--- src/hw/seconds_clock_map.svh ---
// register offsets, field positions, reset values and timing figures of the seconds clock
`ifndef SECONDS_CLOCK_MAP_SVH
`define SECONDS_CLOCK_MAP_SVH

`define UP_COUNT_OFS      8'h00
`define DOWN_COUNT_OFS    8'h04
`define MATCH0_OFS        8'h08
`define MATCH1_OFS        8'h0c
`define CONTROL_OFS       8'h10
`define EVENT_STATUS_OFS  8'h14
`define UNLOCK_KEY_OFS    8'h18
`define RETAIN_RAM_OFS    8'h80

`define CTRL_IRQ_EN0_BIT  0
`define CTRL_IRQ_EN1_BIT  1
`define CTRL_BLOCK_RST_BIT 4
`define CTRL_POWER_ON_REQUEST_OUTPUT_OFF_BIT 5
`define CTRL_STOP_BIT     6
`define CTRL_SW_POWER_ON_REQUEST_OUTPUT_BIT  7

`define STAT_MATCH0_BIT   0
`define STAT_MATCH1_BIT   1
`define STAT_POWER_ON_REQUEST_OUTPUT_BIT     2

`define UP_COUNT_RST      32'h0000_0000
`define DOWN_COUNT_RST    32'hffff_ffff
`define MATCH_RST         32'h0000_0000
`define CONTROL_RST       8'h00
`define STATUS_RST        3'h0
`define KEY_RST           32'h0000_0000
`define CTRL_POR_MASK     8'hf0

`define OSC_HZ            32768
`define TICK_HZ           1

`endif

--- src/hw/seconds_clock_pkg.sv ---
// types shared by the seconds clock and whoever drives its register port
package seconds_clock_pkg;

   typedef struct packed {
      logic [7:0] addr;
      logic [31:0] wdata;
      logic wr;
      logic rd;
   } bus_req_t;

   typedef struct packed {
      logic [31:0] up_count;
      logic [31:0] down_count;
      logic [1:0][31:0] match;
      logic [7:0] control;
      logic [2:0] status;
      logic [31:0] key;
      logic [14:0] divider;
      logic [1:0] match_active;
      logic power_on;
      logic [31:0] rdata;
      logic [31:0][31:0] ram;
   } state_t;

endpackage

--- src/hw/seconds_clock.sv ---
// battery-domain seconds clock: up/down counters, two matches, power-on request, retention ram
//
// Functional notes
// RULE1: 1 Hz tick from oscillator advances both counters
// RULE2: up counts elapsed, down starts all ones
// RULE3: software checks counters sum to fffffffe
// RULE4: control bit 4 high holds block reset
// RULE5: software stops counters before writing them
// RULE6: match when up counter equals match register
// RULE7: match interrupt needs enable, enables reset off
// RULE8: power-on request gated by unlock key
// RULE9: power-on request only while match active
// RULE10: enabled match drives request, control can disable
// RULE11: match power-on latched, cleared by writing 1
// RULE12: control bit 7 drives request when unlocked
// RULE13: no false request pulses during power-up
// RULE14: power-up reset clears only control bits 7:4; with a wrong key the code resets all control, counters, matches, status
// RULE15: defaults only through the block reset bit; power-up reset with a wrong key also loads them
// RULE16: thirty-two word retention ram, whole words only
// RULE17: software keeps inverted checksum in ram
// RULE18: match compared only at the 1 Hz tick
// RULE19: writing differing match value clears match
// RULE20: software waits one slow period before readback
// RULE21: writes and reads synchronised to the clock
//
// Our own choices: the plain strobed port and the address map.
`include "seconds_clock_map.svh"

module seconds_clock #(
   parameter int osc_hz = `OSC_HZ,
   parameter int tick_hz = `TICK_HZ,
   parameter logic [31:0] key_pattern = 32'h5a5a_c3c3
) (
   input wire logic clock,                                 // 20 MHz system clock
   input wire logic rst_b,                                 // chip power-up reset, active low
   input wire logic osc_tick,                              // one-cycle pulse per slow oscillator period
   input wire seconds_clock_pkg::bus_req_t bus_req,        // register port request
   output logic [31:0] rdata,                              // read data, cycle after the read strobe
   output logic match_irq,                                 // enabled match interrupt, level
   output logic power_on_request_output,                   // request toward the external supply
   output logic second_tick                                // one-cycle pulse per counted second
);

   // one full second of oscillator pulses; key value above is arbitrary
   localparam int div_top = osc_hz / tick_hz - 1;
   localparam logic [14:0] div_top_w = 15'(div_top);

   initial begin
      if (osc_hz < 2 || tick_hz < 1 || div_top > 32767 || (osc_hz % tick_hz) != 0) begin
         $error("seconds_clock: oscillator rate cannot be divided to the tick rate");
      end
   end

   seconds_clock_pkg::state_t s_q;
   seconds_clock_pkg::state_t s_d;

   logic key_ok;
   logic run;
   logic tick;
   logic [31:0] up_next;
   logic [1:0] hit;
   logic match_drive;
   logic in_ram;
   logic [4:0] ram_idx;
   logic [31:0] read_word;

   assign key_ok = (s_q.key == key_pattern);
   assign run = ~s_q.control[`CTRL_STOP_BIT];
   assign up_next = s_q.up_count + 32'h0000_0001;
   assign in_ram = bus_req.addr[7];
   assign ram_idx = bus_req.addr[6:2];

   // read mux; unmapped offsets answer zero
   always_comb begin
      read_word = 32'h0000_0000;
      if (in_ram) begin
         read_word = s_q.ram[ram_idx];
      end else begin
         unique case (bus_req.addr)
            `UP_COUNT_OFS: read_word = s_q.up_count;
            `DOWN_COUNT_OFS: read_word = s_q.down_count;
            `MATCH0_OFS: read_word = s_q.match[0];
            `MATCH1_OFS: read_word = s_q.match[1];
            `CONTROL_OFS: read_word = {24'h00_0000, s_q.control};
            `EVENT_STATUS_OFS: read_word = {29'h0000_0000, s_q.status};
            `UNLOCK_KEY_OFS: read_word = s_q.key;
            default: read_word = 32'h0000_0000;
         endcase
      end
   end

   always_comb begin
      s_d = s_q;
      tick = 1'b0;
      hit = 2'b00;
      match_drive = 1'b0;

      // RULE1: divide oscillator to 1 Hz
      if (osc_tick) begin
         if (s_q.divider >= div_top_w) begin
            s_d.divider = 15'h0000;
            tick = 1'b1;
         end else begin
            s_d.divider = s_q.divider + 15'h0001;
         end
      end

      // RULE1: advance counters per tick
      // RULE2: up and down together
      if (tick && run) begin
         s_d.up_count = up_next;
         s_d.down_count = s_q.down_count - 32'h0000_0001;
         for (int i = 0; i < 2; i++) begin
            // RULE18: compare only at tick
            // RULE6: equality of counter and match
            hit[i] = (up_next == s_q.match[i]);
            s_d.match_active[i] = hit[i];
         end
      end

      // RULE21: all writes taken in this clock
      if (bus_req.wr) begin
         if (in_ram) begin
            // RULE16: whole-word retention ram
            s_d.ram[ram_idx] = bus_req.wdata;
         end else begin
            unique case (bus_req.addr)
               `UP_COUNT_OFS: s_d.up_count = bus_req.wdata;
               `DOWN_COUNT_OFS: s_d.down_count = bus_req.wdata;
               `MATCH0_OFS: begin
                  s_d.match[0] = bus_req.wdata;
                  // RULE19: differing value drops match
                  if (bus_req.wdata != s_q.up_count) begin
                     s_d.match_active[0] = 1'b0;
                  end
               end
               `MATCH1_OFS: begin
                  s_d.match[1] = bus_req.wdata;
                  // RULE19: differing value drops match
                  if (bus_req.wdata != s_q.up_count) begin
                     s_d.match_active[1] = 1'b0;
                  end
               end
               `CONTROL_OFS: s_d.control = bus_req.wdata[7:0];
               // RULE11: write one clears status
               `EVENT_STATUS_OFS: s_d.status = s_q.status & ~bus_req.wdata[2:0];
               `UNLOCK_KEY_OFS: s_d.key = bus_req.wdata;
               default: s_d.key = s_d.key;
            endcase
         end
      end

      // sets come after clears so a coincident event is kept
      for (int i = 0; i < 2; i++) begin
         if (hit[i]) begin
            s_d.status[i] = 1'b1;
         end
      end

      // RULE10: match drives request unless disabled
      // RULE9: only while match is active
      match_drive = (|s_d.match_active) && !s_d.control[`CTRL_POWER_ON_REQUEST_OUTPUT_OFF_BIT];

      // RULE8: key gates the request
      // RULE12: software request when unlocked
      s_d.power_on = (s_d.key == key_pattern)
                     && (match_drive || s_d.control[`CTRL_SW_POWER_ON_REQUEST_OUTPUT_BIT]);

      // RULE11: latch match-caused request
      if (match_drive && (s_d.key == key_pattern)) begin
         s_d.status[`STAT_POWER_ON_REQUEST_OUTPUT_BIT] = 1'b1;
      end

      // RULE4: block reset held while bit is high
      // RULE15: path to register defaults, besides power-up with a wrong key
      if (s_q.control[`CTRL_BLOCK_RST_BIT]) begin
         s_d.up_count = `UP_COUNT_RST;
         s_d.down_count = `DOWN_COUNT_RST;
         s_d.match[0] = `MATCH_RST;
         s_d.match[1] = `MATCH_RST;
         s_d.status = `STATUS_RST;
         s_d.key = `KEY_RST;
         s_d.divider = 15'h0000;
         s_d.match_active = 2'b00;
         s_d.control[3:0] = 4'(`CONTROL_RST);
         s_d.power_on = 1'b0;
      end

      // RULE21: registered read answer, one cycle only
      s_d.rdata = bus_req.rd ? read_word : 32'h0000_0000;

      // RULE14: power-up reset clears control 7:4, all of control if key is wrong
      // RULE13: request held low through power-up
      if (!rst_b) begin
         s_d.control = s_q.control & ~`CTRL_POR_MASK;
         s_d.power_on = 1'b0;
         s_d.rdata = 32'h0000_0000;
         // a wrong key means the retained contents cannot be trusted
         if (!key_ok) begin
            s_d.up_count = `UP_COUNT_RST;
            s_d.down_count = `DOWN_COUNT_RST;
            s_d.match[0] = `MATCH_RST;
            s_d.match[1] = `MATCH_RST;
            s_d.control = `CONTROL_RST;
            s_d.status = `STATUS_RST;
            s_d.divider = 15'h0000;
            s_d.match_active = 2'b00;
         end
      end
   end

   always_ff @(posedge clock) begin
      s_q <= s_d;
   end

   assign rdata = s_q.rdata;
   assign power_on_request_output = s_q.power_on;

   // RULE7: interrupt needs its enable
   assign match_irq = (s_q.status[`STAT_MATCH0_BIT] && s_q.control[`CTRL_IRQ_EN0_BIT])
                      || (s_q.status[`STAT_MATCH1_BIT] && s_q.control[`CTRL_IRQ_EN1_BIT]);

   // tick is combinational from the divider flop and the oscillator pulse
   assign second_tick = tick && run;

endmodule

--- config.mk ---
export PLATFORM = sky130hd
export DESIGN_NAME = seconds_clock
export DESIGN_NICKNAME = d
export VERILOG_FILES = /design/src/hw/seconds_clock_pkg.sv /design/src/hw/seconds_clock.sv
export VERILOG_INCLUDE_DIRS = /design/src /design/src/hw
export SDC_FILE = /design/constraint.sdc
export NUM_CORES = 2
export LEC_CHECK = 0
export BUFFER_PORTS_ARGS = -buffer_cell sky130_fd_sc_hd__buf_2
export CORE_MARGIN = 2
export CORE_UTILIZATION = 35
export CTS_CLUSTER_SIZE = 20
export DETAILED_ROUTE_END_ITERATION = 12
export SLEW_MARGIN = 20
export SYNTH_ARGS = -nofsm -noshare
export SYNTH_HDL_FRONTEND = slang
export SYNTH_SLANG_ARGS = --single-unit
--- constraint.sdc ---
create_clock -name clock -period 4 [get_ports clock]
set_clock_uncertainty 0.1 [all_clocks]
set_input_delay 0.2 -clock clock [delete_from_list [all_inputs] [get_ports clock]]
set_output_delay 0.2 -clock clock [all_outputs]
set_load 0.005 [all_outputs]
==> impl_metrics.tcl <==
set metrics [dict create \
    status "finished clean" \
    synth_edf_count 1030 \
    grt.overflow.total 0 \
    grt_max_degree 65 \
    gp_congestion 0.916 \
    async_reset_ff_share_pct 0 \
    p_per_area_nw_per_um2 460 \
    port_buffers 79 \
    placed_cells 5160 \
    grtUsageTotal_pct 21.3 \
    cts_max_level 4 \
    antenna_found_initial 9 \
    coreArea_um2 146000 \
    drive_above_1_share_pct 23.7 \
    synth-seq-area-share_pct 68.5 \
    grt_pass1_wl_um 229000 \
    maxSlewViolCount 0 \
    cts_buffer_depth 3 \
    fin_util_pct 41.0 \
    fin_area_um2 59700 \
    post_drt_via_cell_ratio 5.76 \
    place_area_um2 55200 \
    fin_crit_ps 3730 \
    end_kind "flop" \
    synth.net_count 3270 \
    whs_ps 35.7 \
    drc 0 \
    cp_common_cell "or4_1" \
    avgSynthCellArea_um2 16.0 \
    ant_nets 0 \
    synthesis.area_um2 51500 \
    cts_root_buf "clkbuf_16" \
    cts_buffers 131 \
    multi_input_area_um2 15200 \
    fin_cells 5426 \
    dieArea_um2 150000 \
    max_freq_ghz 0.268 \
    num_rows 140 \
    die_h_um 387 \
    leakage_uw 0.0187 \
    cp.required_ps 4590 \
    fillers 13204 \
    hold_viol 0 \
    areaGrowthSynthToFinish_pct 16.1 \
    slowest_stage "or4_1" \
    peakVddDrop_mv 0.328 \
    dr.pass1.iters 6 \
    netlist_instances 3222 \
    first_global_vias 30468 \
    rsz0062_at_grt "false" \
    cap_violations 0 \
    setup_violations 0 \
    register_area_um2 35200 \
    die_w_um 387 \
    critPathMaxFanout 9 \
    io_pins 80 \
    dp_hpwl_um 106000 \
    vias 31244 \
    cts_tree "done" \
    clk_pin_slew_ps 60 \
    clock_sinks 1245 \
    nets 3455 \
    slew_headroom_pct 26.8 \
    ys_ff_latch 1245 \
    wl_per_cell_um 29.9 \
    min_period_over_period_pct 93.4 \
    max_stage_delay_ps 730 \
    critical_path_arrival_ps 4330 \
    worstSetupStartpointType "flop" \
    crit_chain "nand4_2 -> or4_1 -> a32oi_1 -> o2111a_1 -> and4_1 -> nand4_1 -> or4_1 -> a21oi_1" \
    routed_wirelength_um 162000 \
    drt-initial-drc-count 3856 \
    clk_latency_ps 770 \
    initial_core_util_pct 35.3 \
    yosysWarnings 0 \
    worstSetupPathType "flop to flop" \
    min_path_type "input pin to flop" \
    worstMarginPinSlew_ps 1100 \
    synthDistinctLibCells 83 \
    ys.flop_type "edfxtp_1" \
]
-- cell type report --
type / instances / share of cell area (%)
timing repair buffer: 324 / 4.37
inverter: 16 / 0.101
clock buffer: 174 / 5.93
multi-input combinational: 1689 / 25.5
tap: 1917 / 4.02
antenna: 3 / 0.0126
clock inverter: 58 / 1.06
sequential: 1245 / 59.0
-- cells by family (layout without fill, tap and decap cells) --
logic type / count (synthesis) / in the layout / share of synthesized area (%)
and+or+nand+nor: 807 / 807 / 7.89
buffers and inverters: 288 / 572 / 2.48
other: 0 / 3 / 0
xor gates and xnor gates: 171 / 171 / 3.07
AOI/OAI and AO/OA: 420 / 420 / 5.62
adders and majority gates: 4 / 4 / 0.0924
DFF: 1245 / 1245 / 68.5
muxes: 287 / 287 / 12.4
-- synth_stat cells (all sizes together) (13+ instances only) --
cell	instances	share of area, %
dfxtp	215	8.4
xnor2	103	1.8
buf	87	0.99
or4	16	0.25
a222oi	27	0.53
nand2	306	2.2
xor2	62	1.1
nand4	72	0.97
a21oi	110	1.1
clkbuf	185	1.4
nor2	196	1.4
o21ai	44	0.43
and2	17	0.21
a22oi	133	1.9
nor4	33	0.57
edfxtp	1030	60
a211oi	35	0.51
inv	16	0.12
mux4	280	12
nor3	39	0.45
nand2b	13	0.16
nand3	36	0.41
-- sequential cells by signal (all words and copies together) (netlist names) --
name                     cells
rdata                       32
power_on_request_output      1
s_q                       1212
-- cell usage in the layout (no fill, tap or decap), types with 10 or more instances in the layout --
master / n
a211oi_1: 35
a21oi_1: 110
a222oi_1: 27
a22oi_1: 133
a31oi_1: 10
and2_1: 14
and3_1: 11
buf_12: 22
buf_2: 77
buf_4: 192
clkbuf_1: 35
clkbuf_16: 133
clkinv_1: 17
clkinv_2: 16
dfxtp_1: 215
dlygate4sd3_1: 31
edfxtp_1: 1030
inv_1: 16
mux4_2: 280
nand2_1: 302
nand2b_1: 13
nand3_1: 33
nand4_1: 68
nor2_1: 162
nor2_4: 33
nor3_1: 34
nor4_1: 25
o21ai_0: 41
or4_1: 14
xnor2_1: 103
xor2_1: 62
-- metrics by stage --
step           total power (uW)  setup WS (ps)  setup TNS, ps
4_1_cts                   27600            351              0
6_report                  27500            266              0
3_5_place_dp              15700            378              0
3_3_place_gp              15700            360              0
2_1_floorplan             15100          -27.9         -10690
5_1_grt                   28200           73.7              0
-- timing repair --
action / CTS / global route
setup buffers: 0 / 0
gates resized for setup: 0 / 0
hold endpoints to repair: 546 / 0
hold buffers: 31 / 0
-- layer usage --
layer	track usage (%)	wire length [um]
met4	7.19	5120
met2	33.7	76400
met5	0	27
met3	3.86	13500
met1	29.6	66900
-- report_power, final --
part / switching (uW) / internal [uW]
sequential: 22.7 / 14100
clock: 5190 / 6760
combinational: 893 / 481
-- worst paths after layout --
check         startpoint   endpoint  slack, ps  cells past startpoint
min          bus_req[22]   s_q[404]         40                      2
max reg2reg    s_q[1214]  s_q[1107]        270                      8
min reg2reg    s_q[1104]  s_q[1104]        370                      2
max            s_q[1214]  s_q[1107]        270                      8
-- worst max-delay path, delay by kind of cell (launching register included) --
kind             cells  cell delay, ps
AO/OA/AOI/OAI        3             860
AND/OR/NAND/NOR      5            2200
flip-flops           1             500
No activity file was read; power rests on OpenSTA's default activity.
